### config.mk
export PLATFORM = sky130hd
export DESIGN_NAME = spc_serial_control
export DESIGN_NICKNAME = d
export VERILOG_FILES = /design/src/spc_pkg.sv /design/src/spc_clk_if.sv /design/src/spc_clk_gen.sv /design/src/spc_serial_control.sv
export SDC_FILE = /design/constraint.sdc
export NUM_CORES = 1
export LEC_CHECK = 0
export ABC_CLOCK_PERIOD_IN_PS = 3350
export BUFFER_PORTS_ARGS = -buffer_cell sky130_fd_sc_hd__buf_2
export CAP_MARGIN = 20
export CORE_MARGIN = 10
export CORE_UTILIZATION = 25
export DETAILED_ROUTE_END_ITERATION = 6
export GPL_TIMING_DRIVEN = 0
export PLACE_DENSITY = 0.44
export SYNTH_ARGS = -nofsm -noshare
export SYNTH_HDL_FRONTEND = slang
export SYNTH_HIERARCHICAL = 1
export SYNTH_SLANG_ARGS = --single-unit
### constraint.sdc
create_clock -name clk -period 3.35 [get_ports clk]
set_input_delay 0.1675 -clock clk [delete_from_list [all_inputs] [get_ports clk]]
set_output_delay 0.1675 -clock clk [all_outputs]
set_load 0.02 [all_outputs]
### src/spc_pkg.sv
// How it works
// - Transmit-empty request needs transmit interrupt enable.
// - Receive interrupt enable gates receive-full and error requests.
// - Transmitter runs only while transmit enabled.
// - Receiver runs only while receive enabled.
// - Address filter only in async multiprocessor mode.
// - Filter discards characters with multiprocessor bit 0.
// - Filter suppresses receive-full, framing, overrun flags.
// - Marked character clears filter, normal reception resumes.
// - Transmit-done request needs its enable bit.
// - Async code 00: internal clock, pin idle.
// - Async code 01: internal clock, bit clock out.
// - Async code 10: external 16x clock in.
// - Sync code 00: internal clock driven out.
// - Sync code 10: pin is external clock input.
// - Mode bit picks async or clocked synchronous.
// - Multiprocessor mode ignores parity settings.
`default_nettype none
package spc_pkg;
  localparam logic [7:0] SPC_OFS_CTRL = 8'h00;
  localparam logic [7:0] SPC_OFS_FORMAT = 8'h04;
  localparam logic [7:0] SPC_OFS_LINE = 8'h08;
  localparam logic [7:0] SPC_OFS_EVENT = 8'h0c;
  localparam logic [7:0] SPC_OFS_MASK = 8'h10;
  localparam logic [7:0] SPC_RST_CTRL = 8'h00;
  localparam logic [7:0] SPC_RST_FORMAT = 8'h00;
  localparam logic [3:0] SPC_RST_MASK = 4'h0;
  // Control register fields.
  localparam int SPC_B_TX_EMPTY_IE = 7;
  localparam int SPC_B_RX_IE = 6;
  localparam int SPC_B_TX_EN = 5;
  localparam int SPC_B_RX_EN = 4;
  localparam int SPC_B_FILTER = 3;
  localparam int SPC_B_TX_DONE_IE = 2;
  localparam int SPC_B_CLK_HI = 1;
  localparam int SPC_B_CLK_LO = 0;
  // Format register fields.
  localparam int SPC_B_SYNC = 7;
  localparam int SPC_B_CHAR7 = 6;
  localparam int SPC_B_PAR_EN = 5;
  localparam int SPC_B_PAR_ODD = 4;
  localparam int SPC_B_STOP2 = 3;
  localparam int SPC_B_MULTI = 2;
  // Line status fields.
  localparam int SPC_B_RX_FULL = 0;
  localparam int SPC_B_FRAME_ERR = 1;
  localparam int SPC_B_OVERRUN = 2;
  // Event fields.
  localparam int SPC_E_RX = 0;
  localparam int SPC_E_ERR = 1;
  localparam int SPC_E_TX_DONE = 2;
  localparam int SPC_E_MATCH = 3;
  localparam int SPC_OVERSAMPLE = 16;
  localparam logic [1:0] SPC_RESP_OKAY = 2'h0;
  localparam logic [1:0] SPC_RESP_SLVERR = 2'h2;
  typedef enum logic [1:0] {
    SPC_CLK_INT = 2'b00,
    SPC_CLK_INT_OUT = 2'b01,
    SPC_CLK_EXT = 2'b10,
    SPC_CLK_RSVD = 2'b11
  } spc_clk_sel_t;
endpackage
`default_nettype wire

### src/spc_clk_if.sv
`timescale 1ns/100ps
`default_nettype none
interface spc_clk_if;
  import spc_pkg::*;
  logic sync_mode;
  spc_clk_sel_t sel;
  logic bit_tick;
  logic ext_clk;
  modport ctrl (output sync_mode, output sel, input bit_tick, input ext_clk);
  modport gen (input sync_mode, input sel, output bit_tick, output ext_clk);
endinterface
`default_nettype wire

### src/spc_clk_gen.sv
`timescale 1ns/100ps
`default_nettype none
module spc_clk_gen
  import spc_pkg::*;
#(
  parameter int OVERSAMPLE = SPC_OVERSAMPLE
) (
  input wire logic clk,
  input wire logic nrst,
  spc_clk_if.gen cif,
  input wire logic baud_half_tick,
  input wire logic pin_i,
  output logic pin_o,
  output logic pin_oe
);
  localparam int CW = $clog2(OVERSAMPLE);

  initial begin
    if (OVERSAMPLE < 2) begin
      $error("spc_clk_gen: OVERSAMPLE must be at least 2");
    end
  end

  logic pin_q, pin_out, half_q;
  logic next_pin_q, next_pin_out, next_half_q;
  logic [CW-1:0] cnt, next_cnt;
  logic ext_rise;

  assign ext_rise = pin_i & ~pin_q;
  assign cif.ext_clk = (cif.sel == SPC_CLK_EXT);

  // ==========================================================
  // Clock source selection
  always_comb begin
    next_pin_q = pin_i;
    next_pin_out = pin_out;
    next_half_q = half_q;
    next_cnt = cnt;
    cif.bit_tick = 1'b0;
    pin_oe = 1'b0;
    if (cif.sel == SPC_CLK_EXT) begin
      if (cif.sync_mode) begin
        cif.bit_tick = ext_rise;
      end else if (ext_rise) begin
        next_cnt = (cnt == CW'(OVERSAMPLE - 1)) ? '0 : cnt + 1'b1;
        cif.bit_tick = (cnt == CW'(OVERSAMPLE - 1));
      end
    end else if (cif.sel != SPC_CLK_RSVD) begin
      if (baud_half_tick) begin
        next_half_q = ~half_q;
        next_pin_out = ~pin_out;
        cif.bit_tick = half_q;
      end
      // Sync mode drives only code 00; async drives only code 01.
      pin_oe = cif.sync_mode ? (cif.sel == SPC_CLK_INT)
                             : (cif.sel == SPC_CLK_INT_OUT);
    end
    if (cif.sel != SPC_CLK_EXT) begin
      next_cnt = '0;
    end
  end

  always_ff @(posedge clk or negedge nrst) begin
    if (!nrst) begin
      pin_q <= 1'b1;
      pin_out <= 1'b1;
      half_q <= 1'b0;
      cnt <= '0;
    end else begin
      pin_q <= next_pin_q;
      pin_out <= next_pin_out;
      half_q <= next_half_q;
      cnt <= next_cnt;
    end
  end

  assign pin_o = pin_out;
endmodule
`default_nettype wire

### src/spc_serial_control.sv
// Decided for this implementation: the placing of the registers and the AXI4-Lite slave port.
`timescale 1ns/100ps
`default_nettype none
module spc_serial_control
  import spc_pkg::*;
#(
  parameter int ADDR_W = 8
) (
  input wire logic clk,
  input wire logic nrst,
  input wire logic [ADDR_W-1:0] s_axi_awaddr,
  input wire logic s_axi_awvalid,
  output logic s_axi_awready,
  input wire logic [31:0] s_axi_wdata,
  input wire logic [3:0] s_axi_wstrb,
  input wire logic s_axi_wvalid,
  output logic s_axi_wready,
  output logic [1:0] s_axi_bresp,
  output logic s_axi_bvalid,
  input wire logic s_axi_bready,
  input wire logic [ADDR_W-1:0] s_axi_araddr,
  input wire logic s_axi_arvalid,
  output logic s_axi_arready,
  output logic [31:0] s_axi_rdata,
  output logic [1:0] s_axi_rresp,
  output logic s_axi_rvalid,
  input wire logic s_axi_rready,
  input wire logic rx_char_valid,
  input wire logic rx_char_mpb,
  input wire logic rx_char_frame_err,
  input wire logic rx_char_overrun,
  input wire logic tx_empty,
  input wire logic tx_done,
  input wire logic baud_half_tick,
  input wire logic serial_clk_pin_i,
  output logic serial_clk_pin_o,
  output logic serial_clk_pin_oe,
  output logic bit_tick,
  output logic ext_clk_sel,
  output logic tx_run,
  output logic rx_run,
  output logic rx_char_accept,
  output logic sync_mode,
  output logic char7,
  output logic parity_en,
  output logic parity_odd,
  output logic two_stop,
  output logic tx_empty_irq,
  output logic rx_full_irq,
  output logic rx_error_irq,
  output logic tx_done_irq,
  output logic irq
);
  initial begin
    if (ADDR_W < 8) begin
      $error("spc_serial_control: ADDR_W too small for the register map");
    end
  end

  function automatic logic [7:0] spc_ofs(input logic [ADDR_W-1:0] a);
    spc_ofs = {a[7:2], 2'b00};
  endfunction

  logic [7:0] serial_control, serial_format, next_control, next_format;
  logic [2:0] serial_status, next_status;
  logic [3:0] events, next_events, mask, next_mask;
  logic aw_full, w_full, next_aw_full, next_w_full;
  logic [ADDR_W-1:0] aw_addr, next_aw_addr;
  logic [7:0] w_data, next_w_data;
  logic w_lane, next_w_lane;
  logic bvalid, next_bvalid, rvalid, next_rvalid;
  logic [1:0] bresp, next_bresp, rresp, next_rresp;
  logic [31:0] rdata, next_rdata;
  logic accept_q, next_accept_q, tx_done_q, next_tx_done_q;
  logic do_write, do_read, filter_active, rx_take, rx_drop, rx_release;
  logic rx_ok;

  spc_clk_if cif ();

  spc_clk_gen #(.OVERSAMPLE(SPC_OVERSAMPLE)) u_clk (
    .clk(clk),
    .nrst(nrst),
    .cif(cif.gen),
    .baud_half_tick(baud_half_tick),
    .pin_i(serial_clk_pin_i),
    .pin_o(serial_clk_pin_o),
    .pin_oe(serial_clk_pin_oe)
  );

  assign cif.sync_mode = serial_format[SPC_B_SYNC];
  assign cif.sel = spc_clk_sel_t'({serial_control[SPC_B_CLK_HI], serial_control[SPC_B_CLK_LO]});
  assign bit_tick = cif.bit_tick;
  assign ext_clk_sel = cif.ext_clk;

  // ==========================================================
  // Bus handshakes
  assign s_axi_awready = !aw_full;
  assign s_axi_wready = !w_full;
  assign s_axi_arready = !rvalid;
  assign s_axi_bvalid = bvalid;
  assign s_axi_bresp = bresp;
  assign s_axi_rvalid = rvalid;
  assign s_axi_rresp = rresp;
  assign s_axi_rdata = rdata;
  assign do_write = aw_full && w_full && !bvalid;
  assign do_read = s_axi_arvalid && !rvalid;

  // ==========================================================
  // Receive path and filter
  assign tx_run = serial_control[SPC_B_TX_EN];
  assign rx_run = serial_control[SPC_B_RX_EN];
  assign filter_active = serial_control[SPC_B_FILTER] && serial_format[SPC_B_MULTI]
                         && !serial_format[SPC_B_SYNC];
  assign rx_take = rx_char_valid && rx_run;
  assign rx_drop = rx_take && filter_active && !rx_char_mpb;
  assign rx_release = rx_take && filter_active && rx_char_mpb;
  assign rx_ok = rx_take && !rx_drop;
  assign rx_char_accept = accept_q;

  assign sync_mode = serial_format[SPC_B_SYNC];
  assign char7 = serial_format[SPC_B_CHAR7];
  assign parity_en = serial_format[SPC_B_PAR_EN] && !serial_format[SPC_B_MULTI];
  assign parity_odd = serial_format[SPC_B_PAR_ODD] && parity_en;
  assign two_stop = serial_format[SPC_B_STOP2];

  assign tx_empty_irq = serial_control[SPC_B_TX_EMPTY_IE] && tx_empty;
  assign rx_full_irq = serial_control[SPC_B_RX_IE] && serial_status[SPC_B_RX_FULL];
  assign rx_error_irq = serial_control[SPC_B_RX_IE]
                        && (serial_status[SPC_B_FRAME_ERR] || serial_status[SPC_B_OVERRUN]);
  assign tx_done_irq = serial_control[SPC_B_TX_DONE_IE] && tx_done;
  assign irq = |(events & mask);

  // ==========================================================
  // Register file
  always_comb begin
    next_aw_full = aw_full;
    next_w_full = w_full;
    next_aw_addr = aw_addr;
    next_w_data = w_data;
    next_w_lane = w_lane;
    next_bvalid = bvalid;
    next_bresp = bresp;
    next_rvalid = rvalid;
    next_rresp = rresp;
    next_rdata = rdata;
    next_control = serial_control;
    next_format = serial_format;
    next_status = serial_status;
    next_events = events;
    next_mask = mask;
    next_accept_q = rx_ok && !rx_char_frame_err;
    next_tx_done_q = tx_done;
    if (s_axi_awvalid && !aw_full) begin
      next_aw_full = 1'b1;
      next_aw_addr = s_axi_awaddr;
    end
    if (s_axi_wvalid && !w_full) begin
      next_w_full = 1'b1;
      next_w_data = s_axi_wdata[7:0];
      next_w_lane = s_axi_wstrb[0];
    end
    if (bvalid && s_axi_bready) begin
      next_bvalid = 1'b0;
    end
    if (rvalid && s_axi_rready) begin
      next_rvalid = 1'b0;
    end
    if (do_read) begin
      next_rvalid = 1'b1;
      next_rresp = SPC_RESP_OKAY;
      next_rdata = '0;
      unique case (spc_ofs(s_axi_araddr))
        SPC_OFS_CTRL: next_rdata[7:0] = serial_control;
        SPC_OFS_FORMAT: next_rdata[7:0] = serial_format;
        SPC_OFS_LINE: next_rdata[2:0] = serial_status;
        SPC_OFS_EVENT: begin
          next_rdata[3:0] = events;
          next_events = '0;
        end
        SPC_OFS_MASK: next_rdata[3:0] = mask;
        default: next_rresp = SPC_RESP_SLVERR;
      endcase
    end
    if (do_write) begin
      next_aw_full = 1'b0;
      next_w_full = 1'b0;
      next_bvalid = 1'b1;
      next_bresp = SPC_RESP_OKAY;
      unique case (spc_ofs(aw_addr))
        SPC_OFS_CTRL: if (w_lane) next_control = w_data;
        SPC_OFS_FORMAT: if (w_lane) next_format = w_data;
        // Writing 0 clears a line flag; writing 1 leaves it.
        SPC_OFS_LINE: if (w_lane) next_status = serial_status & w_data[2:0];
        SPC_OFS_EVENT: begin
        end
        SPC_OFS_MASK: if (w_lane) next_mask = w_data[3:0];
        default: next_bresp = SPC_RESP_SLVERR;
      endcase
    end
    if (rx_release) begin
      next_control[SPC_B_FILTER] = 1'b0;
    end
    // Flags are set after any clear so that a same-cycle event wins.
    if (rx_ok) begin
      if (!rx_char_frame_err) next_status[SPC_B_RX_FULL] = 1'b1;
      if (rx_char_frame_err) next_status[SPC_B_FRAME_ERR] = 1'b1;
      if (rx_char_overrun) next_status[SPC_B_OVERRUN] = 1'b1;
      if (!rx_char_frame_err) next_events[SPC_E_RX] = 1'b1;
      if (rx_char_frame_err || rx_char_overrun) next_events[SPC_E_ERR] = 1'b1;
    end
    if (tx_done && !tx_done_q) next_events[SPC_E_TX_DONE] = 1'b1;
    if (rx_release) next_events[SPC_E_MATCH] = 1'b1;
  end

  always_ff @(posedge clk or negedge nrst) begin
    if (!nrst) begin
      aw_full <= 1'b0;
      w_full <= 1'b0;
      aw_addr <= '0;
      w_data <= 8'h00;
      w_lane <= 1'b0;
      bvalid <= 1'b0;
      bresp <= SPC_RESP_OKAY;
      rvalid <= 1'b0;
      rresp <= SPC_RESP_OKAY;
      rdata <= 32'h0000_0000;
      serial_control <= SPC_RST_CTRL;
      serial_format <= SPC_RST_FORMAT;
      serial_status <= 3'h0;
      events <= 4'h0;
      mask <= SPC_RST_MASK;
      accept_q <= 1'b0;
      tx_done_q <= 1'b0;
    end else begin
      aw_full <= next_aw_full;
      w_full <= next_w_full;
      aw_addr <= next_aw_addr;
      w_data <= next_w_data;
      w_lane <= next_w_lane;
      bvalid <= next_bvalid;
      bresp <= next_bresp;
      rvalid <= next_rvalid;
      rresp <= next_rresp;
      rdata <= next_rdata;
      serial_control <= next_control;
      serial_format <= next_format;
      serial_status <= next_status;
      events <= next_events;
      mask <= next_mask;
      accept_q <= next_accept_q;
      tx_done_q <= next_tx_done_q;
    end
  end
endmodule
`default_nettype wire

==> results of run 1 <==
==> through the flow <==
stage	cells	setup slack, ns	hold slack, ns
floorplan	294	1.455	-0.1281
global placement	533	1.381	0.3084
detailed placement	533	1.362	0.3057
CTS	552	1.339	0.01275
global route	554	1.232	0.02530
finish	555	1.383	0.02606
==> timing repair <==
item / CTS / global route
hold buffers: 3 / 0
hold endpoints to repair: 60 / 0
buffers inserted: 0 / 0
==> sequential cells by signal, summed over array words and instances (netlist names) <==
register	count
w_full	1
aw_addr	6
u_clk/half_q	1
serial_status	3
s_axi_rdata	8
w_lane	1
s_axi_rresp	1
s_axi_bvalid	1
u_clk/pin_o	1
rx_char_accept	1
serial_format	8
u_clk/pin_q	1
u_clk/cnt	4
serial_control	8
s_axi_rvalid	1
s_axi_bresp	1
mask	4
aw_full	1
events	4
w_data	8
tx_done_q	1
==> layout make-up <==
type | count | share of cell area (%)
Sequential cell | 65 | 38.66
Multi-Input combinational cell | 183 | 32.60
Timing Repair Buffer | 71 | 8.848
Clock buffer | 12 | 6.324
Buffer | 35 | 5.612
Tap cell | 172 | 5.107
Clock inverter | 4 | 1.752
Inverter | 11 | 0.9798
Antenna cell | 2 | 0.1188
==> cells by family (layout without fill, tap and decap cells) <==
family | Yosys count | count (layout) | synth area share (%)
DFF | 65 | 65 | 51.12
adders and majority gates | 1 | 1 | 0.3926
buffers and inverters | 46 | 133 | 8.716
xor gates and xnor gates | 4 | 4 | 1.099
AOI/OAI and AO/OA | 44 | 44 | 9.620
and+or+nand+nor | 66 | 66 | 13.00
other | 1 | 28 | 0.1177
muxes | 42 | 42 | 15.94
==> worst paths after layout <==
kind                                      to    startpoint  cells after the start
max in group asynchronous     s_axi_rdata[2]          nrst                      2
max reg2reg                serial_control[7]  s_axi_bvalid                      3
min in group asynchronous       s_axi_bvalid          nrst                      2
min                             s_axi_rvalid  s_axi_rready                      2
max                        serial_control[7]  s_axi_bvalid                      3
min reg2reg                     u_clk/half_q  u_clk/half_q                      1
==> report_power, final <==
part | leakage [nW] | internal, mW | switching, mW | total (mW)
sequential | 0.816 | 1.02 | 0.242 | 1.26
clock | 0.169 | 0.712 | 0.332 | 1.04
combinational | 1.06 | 0.393 | 0.418 | 0.811
total | 2.05 | 2.13 | 0.992 | 3.12
==> layout by cell type (no fill, tap or decap), types with 4 or more instances in the layout <==
master     netlist  routed
a21oi_1          4       4
o21ai_0         15      15
nand2_1         13      13
mux2i_1          5       5
buf_2            0      66
mux2_2          28      28
clkbuf_16        0       9
or4_1            4       4
mux2_4           8       8
nor2b_1          4       4
clkbuf_1         8       8
xnor2_1          4       4
dfrtp_1         63      63
conb_1           1      26
nor2_1          12      12
inv_1           11      11
and2_1           4       4
buf_4           26      27
nand2b_1         4       4
o41ai_1          4       4
nand3b_1         8       8
==> metal layers <==
layer  wire (um)  track usage, %  up-vias
met3         796           5.678        7
met1        3845           11.72     1058
met4          45           2.200        0
met5           0               0        -
met2        3604           13.92       77
li1            -               -     1139
==> worst register-to-register path, stage by stage, from the launching register on <==
cell      delay (ns)
dfrtp_1         0.39
nand3b_2        0.35
nor4_4          0.70
mux2_2          0.41
==> impl_metrics.py, run 1 <==
metrics = {
    "placed_design": {
        "place_hpwl_mm": 6.408,
        "gp_congestion": 0.7121,
        "place_area_um2": 3834,
        "port_buffers": 67,
    },
    "logic_synthesis": {
        "synth_top_flop_cell": "dfrtp_1",
        "synthMostInstantiatedCell": "dfrtp_1",
        "area_share_of_the_largest_cell_type_after_synthesis_pct": 49.47,
        "synth-edff-count": 0,
        "asyncSetResetFlopFracSynth_pct": 100.0,
        "synth_cells": 269,
        "synth.area.top_cells": "dfrtp_1 49%, mux2_2 9.9%, buf_4 6.1%",
        "syn_area_per_cell_um2": 11.85,
        "yosys.area.top_type": "dfrtp_1",
        "yosys-top-cells-count": "63 x dfrtp_1, 28 x mux2_2, 26 x buf_4",
        "register_bit_total_from_synthesis": 65,
        "sequential_fraction_of_the_synthesis_area_pct": 51.12,
        "post_synth_instance_area_um2": 3187,
        "synthDistinctLibCells": 49,
        "yosys_warnings": 6,
    },
    "floorplanning": {
        "cell_row_count": 41,
        "die_w_um": 132.9,
        "die_area_um2": 17660,
        "initial_utilization_pct": 25.36,
        "fp.coreArea_um2": 12570,
        "number_of_ports_placed_on_the_die_boundary": 125,
        "die-height_um": 132.9,
    },
    "critical_path": {
        "crit_path_max_fanout": 9,
        "reg_to_reg_slack_setup_ns": 1.38,
        "cp.buffers_inverters": 0,
        "start_kind": "register",
        "worstPathRequired_ns": 3.56,
        "timing.critical_path.cells": "nand3b_2, nor4_4, mux2_2",
        "critical_path_start_end_classification": "register to register",
        "path_delay_family": "simple AND/OR/NAND/NOR gates",
        "cp_slowest_stage_delay_ns": 0.70,
        "crit_slowest_cell": "nor4_4",
        "critPathCaptureType": "register",
        "arrival_ns": 2.18,
    },
    "grt": {
        "number_of_global_route_vias_before_repair": 2426,
        "grt_use_total_pct": 9.540,
        "grt_start_max_net_pins": 66,
        "grt_first_pass_wirelength_mm": 13.34,
        "grt_antenna_before_repair": 2,
        "final_global_route_overflow_total": 0,
    },
    "cells_and_area": {
        "layout.area.seq_um2": 1629,
        "area_growth_from_synthesis_to_final_layout_pct": 32.23,
        "layout.core_utilization_pct": 33.53,
        "drive_gt1_share_pct": 40.94,
        "num-fill-cells": 1290,
        "finalNetCount": 444,
        "multi_input_comb_area_um2": 1374,
        "design_area_um2": 4214,
    },
    "clock_tree": {
        "cts.repair.resized": 0,
        "tritoncts": "done",
        "clock_latency_at_the_later_pin_of_the_worst_skew_pair_ns": 0.33,
        "clock_tree.root_cell": "clkbuf_16",
        "cts.clk_slew.worst_paths_ns": 0.05,
        "total_clock_sinks": 65,
        "cts_htree_levels": 3,
        "cts_inserted_buffers": 9,
        "cts_max_path_buffers": 2,
    },
    "sta": {
        "setup_viol": 0,
        "hold_violations": 0,
        "finalClockSkew_ns": 0.006032,
        "rsz0062_at_grt": "false",
        "max-slew-margin-rel_pct": 44.65,
        "max_slew.worst_pin.slew_ns": 0.8302,
        "period_minus_slack_ns": 1.967,
        "finalSetupTns_ns": 0,
        "post-route-period-util_pct": 58.72,
        "max_clock_freq_mhz": 508.4,
        "finalMaxSlewViolations": 0,
    },
    "detailed_routing": {
        "ant_nets": 0,
        "detail_route.wl_per_cell_um": 14.94,
        "drt_pass1_iterations": 4,
        "detailedRoute.firstIterationViolations": 138,
        "via_density_per_instance": 4.110,
        "detail_route.drc_violations": 0,
        "vias": 2281,
        "finalWirelength_mm": 8.292,
    },
    "hold_path": {
        "holdCritPathClass": "input pin to register",
    },
    "pwr": {
        "power_density_over_the_cells_nw_per_um2": 740.4,
        "ir_drop_uv": 316.7,
        "power.total_mw": 3.120,
        "power_leakage_nw": 2.049,
    },
    "outcome": {
        "run_status": "finished clean",
    },
    "flow_run": {
        "max_cap_viol_count": 0,
    },
}
No activity file was read; power rests on OpenSTA's default activity.
==> run 2: changes to the inputs <==
--- a/config.mk
+++ b/config.mk
@@ -5,14 +5,14 @@
 export SDC_FILE = /design/constraint.sdc
 export NUM_CORES = 1
 export LEC_CHECK = 0
-export ABC_CLOCK_PERIOD_IN_PS = 3350
+export ABC_CLOCK_PERIOD_IN_PS = 1800
 export BUFFER_PORTS_ARGS = -buffer_cell sky130_fd_sc_hd__buf_2
 export CAP_MARGIN = 20
 export CORE_MARGIN = 10
 export CORE_UTILIZATION = 25
 export DETAILED_ROUTE_END_ITERATION = 6
 export GPL_TIMING_DRIVEN = 0
-export PLACE_DENSITY = 0.44
+export PLACE_DENSITY = 0.45
 export SYNTH_ARGS = -nofsm -noshare
 export SYNTH_HDL_FRONTEND = slang
 export SYNTH_HIERARCHICAL = 1
==> constraint.sdc (replaced) <==
create_clock -name clk -period 1.8 [get_ports clk]
set_input_delay 0.09 -clock clk [delete_from_list [all_inputs] [get_ports clk]]
set_output_delay 0.09 -clock clk [all_outputs]
set_load 0.02 [all_outputs]
==> run 2 against run 1 <==
Against the previous run: non-clock buffer count is 27 higher; register-to-register slack worse by 1.4 ns; sequential cell count is the same; final cell count is 4.5% higher; global-route usage grew 0.60 points; routed wire length increased by 4.6%; design area grew 6.2%; worst setup slack worse by 1.4 ns; clock-buffer cell count is 2 lower; the flow now finishes with violations (setup timing); utilization is 2.1 points higher; largest power group unchanged.
==> impl_metrics.py, run 2 (synthesized netlist as in run 1, its figures left out) <==
metrics = {
    "floorplanning": {
        "die_area_um2": 17660,
        "die-height_um": 132.9,
        "initial_utilization_pct": 25.36,
        "die_w_um": 132.9,
        "cell_row_count": 41,
        "fp.coreArea_um2": 12570,
        "number_of_ports_placed_on_the_die_boundary": 125,
    },
    "critical_path": {
        "critical_path_start_end_classification": "register to register",
        "critPathCaptureType": "register",
        "arrival_ns": 2.09,
        "worst_r2r_startpoint": "aw_addr[2]",
        "start_kind": "register",
        "crit_path_max_fanout": 5,
        "reg_to_reg_slack_setup_ns": -0.03,
        "r2r_end": "serial_control[3]",
        "r2r.worst_path.cells": 3,
        "worstPathRequired_ns": 2.06,
        "startpoint": "aw_addr[2]",
    },
    "grt": {
        "grt_first_pass_wirelength_mm": 14.41,
        "grt_antenna_before_repair": 2,
        "grt_use_total_pct": 10.14,
        "groute.layer.met2.usage_pct": 15.99,
        "grt_most_used_layer": "met2",
        "final_global_route_overflow_total": 0,
        "global_route.usage.met3_pct": 4.693,
        "grt_start_max_net_pins": 66,
        "number_of_global_route_vias_before_repair": 2634,
        "groute.layer.met1.usage_pct": 11.99,
    },
    "detailed_routing": {
        "drt_pass1_iterations": 5,
        "detailedRoute.firstIterationViolations": 119,
        "via_density_per_instance": 4.186,
        "detail_route.drc_violations": 0,
        "detail_route.wl_per_cell_um": 14.96,
        "finalWirelength_mm": 8.677,
        "ant_nets": 0,
        "vias": 2428,
    },
    "clock_tree": {
        "tritoncts": "done",
        "clock_latency_at_the_later_pin_of_the_worst_skew_pair_ns": 0.33,
        "cts.clk_slew.worst_paths_ns": 0.06,
        "clock_tree.root_cell": "clkbuf_16",
        "total_clock_sinks": 65,
        "cts_htree_levels": 3,
        "cts_inserted_buffers": 9,
        "cts_max_path_buffers": 2,
    },
    "outcome": {
        "run_status": "complete, but fails checks",
        "violations": "setup timing",
    },
    "cells_and_area": {
        "finalNetCount": 471,
        "layout_commonest_cell": "buf_2",
        "commonest_non_fill_non_tap_cells_in_the_layout": "67 x buf_2, 63 x dfrtp_1, 33 x buf_4, 28 x mux2_2, 26 x conb_1",
        "area_growth_from_synthesis_to_final_layout_pct": 40.40,
        "drive_gt1_share_pct": 39.95,
        "layout.core_utilization_pct": 35.60,
        "antenna-diode-count": 0,
        "num-fill-cells": 1298,
        "layout.area.seq_um2": 1629,
        "design_area_um2": 4474,
        "multi_input_comb_area_um2": 1394,
    },
    "sta": {
        "rsz0062_at_grt": "true",
        "finalClockSkew_ns": 0.005423,
        "setup_slack_ns": -0.03132,
        "post-route-period-util_pct": 101.7,
        "setup_viol": 16,
        "max-slew-margin-rel_pct": 43.52,
        "max_clock_freq_mhz": 546.1,
        "hold_violations": 0,
        "max_slew.worst_pin.slew_ns": 0.8472,
        "finalSetupTns_ns": -0.3380,
        "period_minus_slack_ns": 1.831,
        "finalMaxSlewViolations": 0,
    },
    "placed_design": {
        "gp_congestion": 0.7276,
        "port_buffers": 67,
        "place_area_um2": 3847,
        "place_hpwl_mm": 6.411,
    },
    "hold_path": {
        "holdCritPathClass": "input pin to register",
        "timing.hold.worst_endpoint": "serial_status[2]",
        "worstHoldPathCells": 3,
        "holdCritStartpoint": "rx_char_overrun",
    },
    "pwr": {
        "power_leakage_nw": 2.166,
        "ir_drop_uv": 827.6,
        "power_density_over_the_cells_nw_per_um2": 1329,
    },
    "flow_run": {
        "max_cap_viol_count": 0,
    },
}
## run 2: changes by cell type in the layout (fill, tap and decap cells not counted), moves of 2 or more
cell	delta
dlygate4sd3_1	+20
clkbuf_8	-3
diode_2	-2
buf_4	+6
## run 2: metrics by stage
step	instances	total power, mW	hold slack (ns)	worst slack (ns)
after global placement	533	3.912	0.2303	-0.2022
final	580	5.945	0.02301	-0.03132
after CTS	578	6.003	0.01091	-0.02879
after floorplan	294	3.362	-0.2056	-0.02386
after detailed placement	534	3.938	0.2302	-0.1384
after global routing	580	6.340	0.04977	-0.08497
## run 2: layer usage
| layer | vias up | part of all wire, % |
|---|---|---|
| li1 | 1182 | - |
| met1 | 1152 | 43 |
| met2 | 75 | 47 |
| met3 | 15 | 8.4 |
| met4 | 4 | 1.2 |
| met5 | - | 0.24 |
## run 2: final cells by class
cell class / count / area share, %
sequential: 65 / 36.41
timing repair buffer: 99 / 14.51
buffer: 34 / 5.034
multi-input combinational: 183 / 31.15
clock buffer: 10 / 5.117
inverter: 11 / 0.9228
clock inverter: 6 / 2.041
tap: 172 / 4.810
## run 2: repair_timing
action / in CTS / in global routing
hold endpoints to repair: 87 / 0
pin swaps: 4 / 3
hold buffers: 23 / 0
gates cloned: 0 / 0
endpoints found under the setup margin: 23 / 20
resized for setup: 2 / 2
buffers inserted: 6 / 2
## run 2: how the worst max path moves through the flow
stage / cells after the start / slack (ns) / endpoint
3_3_place_gp: 2 / -0.20 / serial_status[1]
5_1_grt: 5 / -0.08 / serial_control[0]
2_1_floorplan: 4 / -0.02 / serial_format[0]
4_1_cts: 3 / -0.03 / serial_format[7]
3_5_place_dp: 3 / -0.14 / serial_control[4]
6_report: 3 / -0.03 / serial_control[3]
## run 2: power by group
part | total [mW] | internal (mW) | switching [mW]
combinational | 1.72 | 0.873 | 0.844
sequential | 2.35 | 1.90 | 0.449
clock | 1.88 | 1.22 | 0.657
## run 2: worst max-delay path, stage by stage, from the launching register on
cell and delay, ns:
dfrtp_1 0.46, or4_1 0.65, or4_1 0.50, a21oi_1 0.15
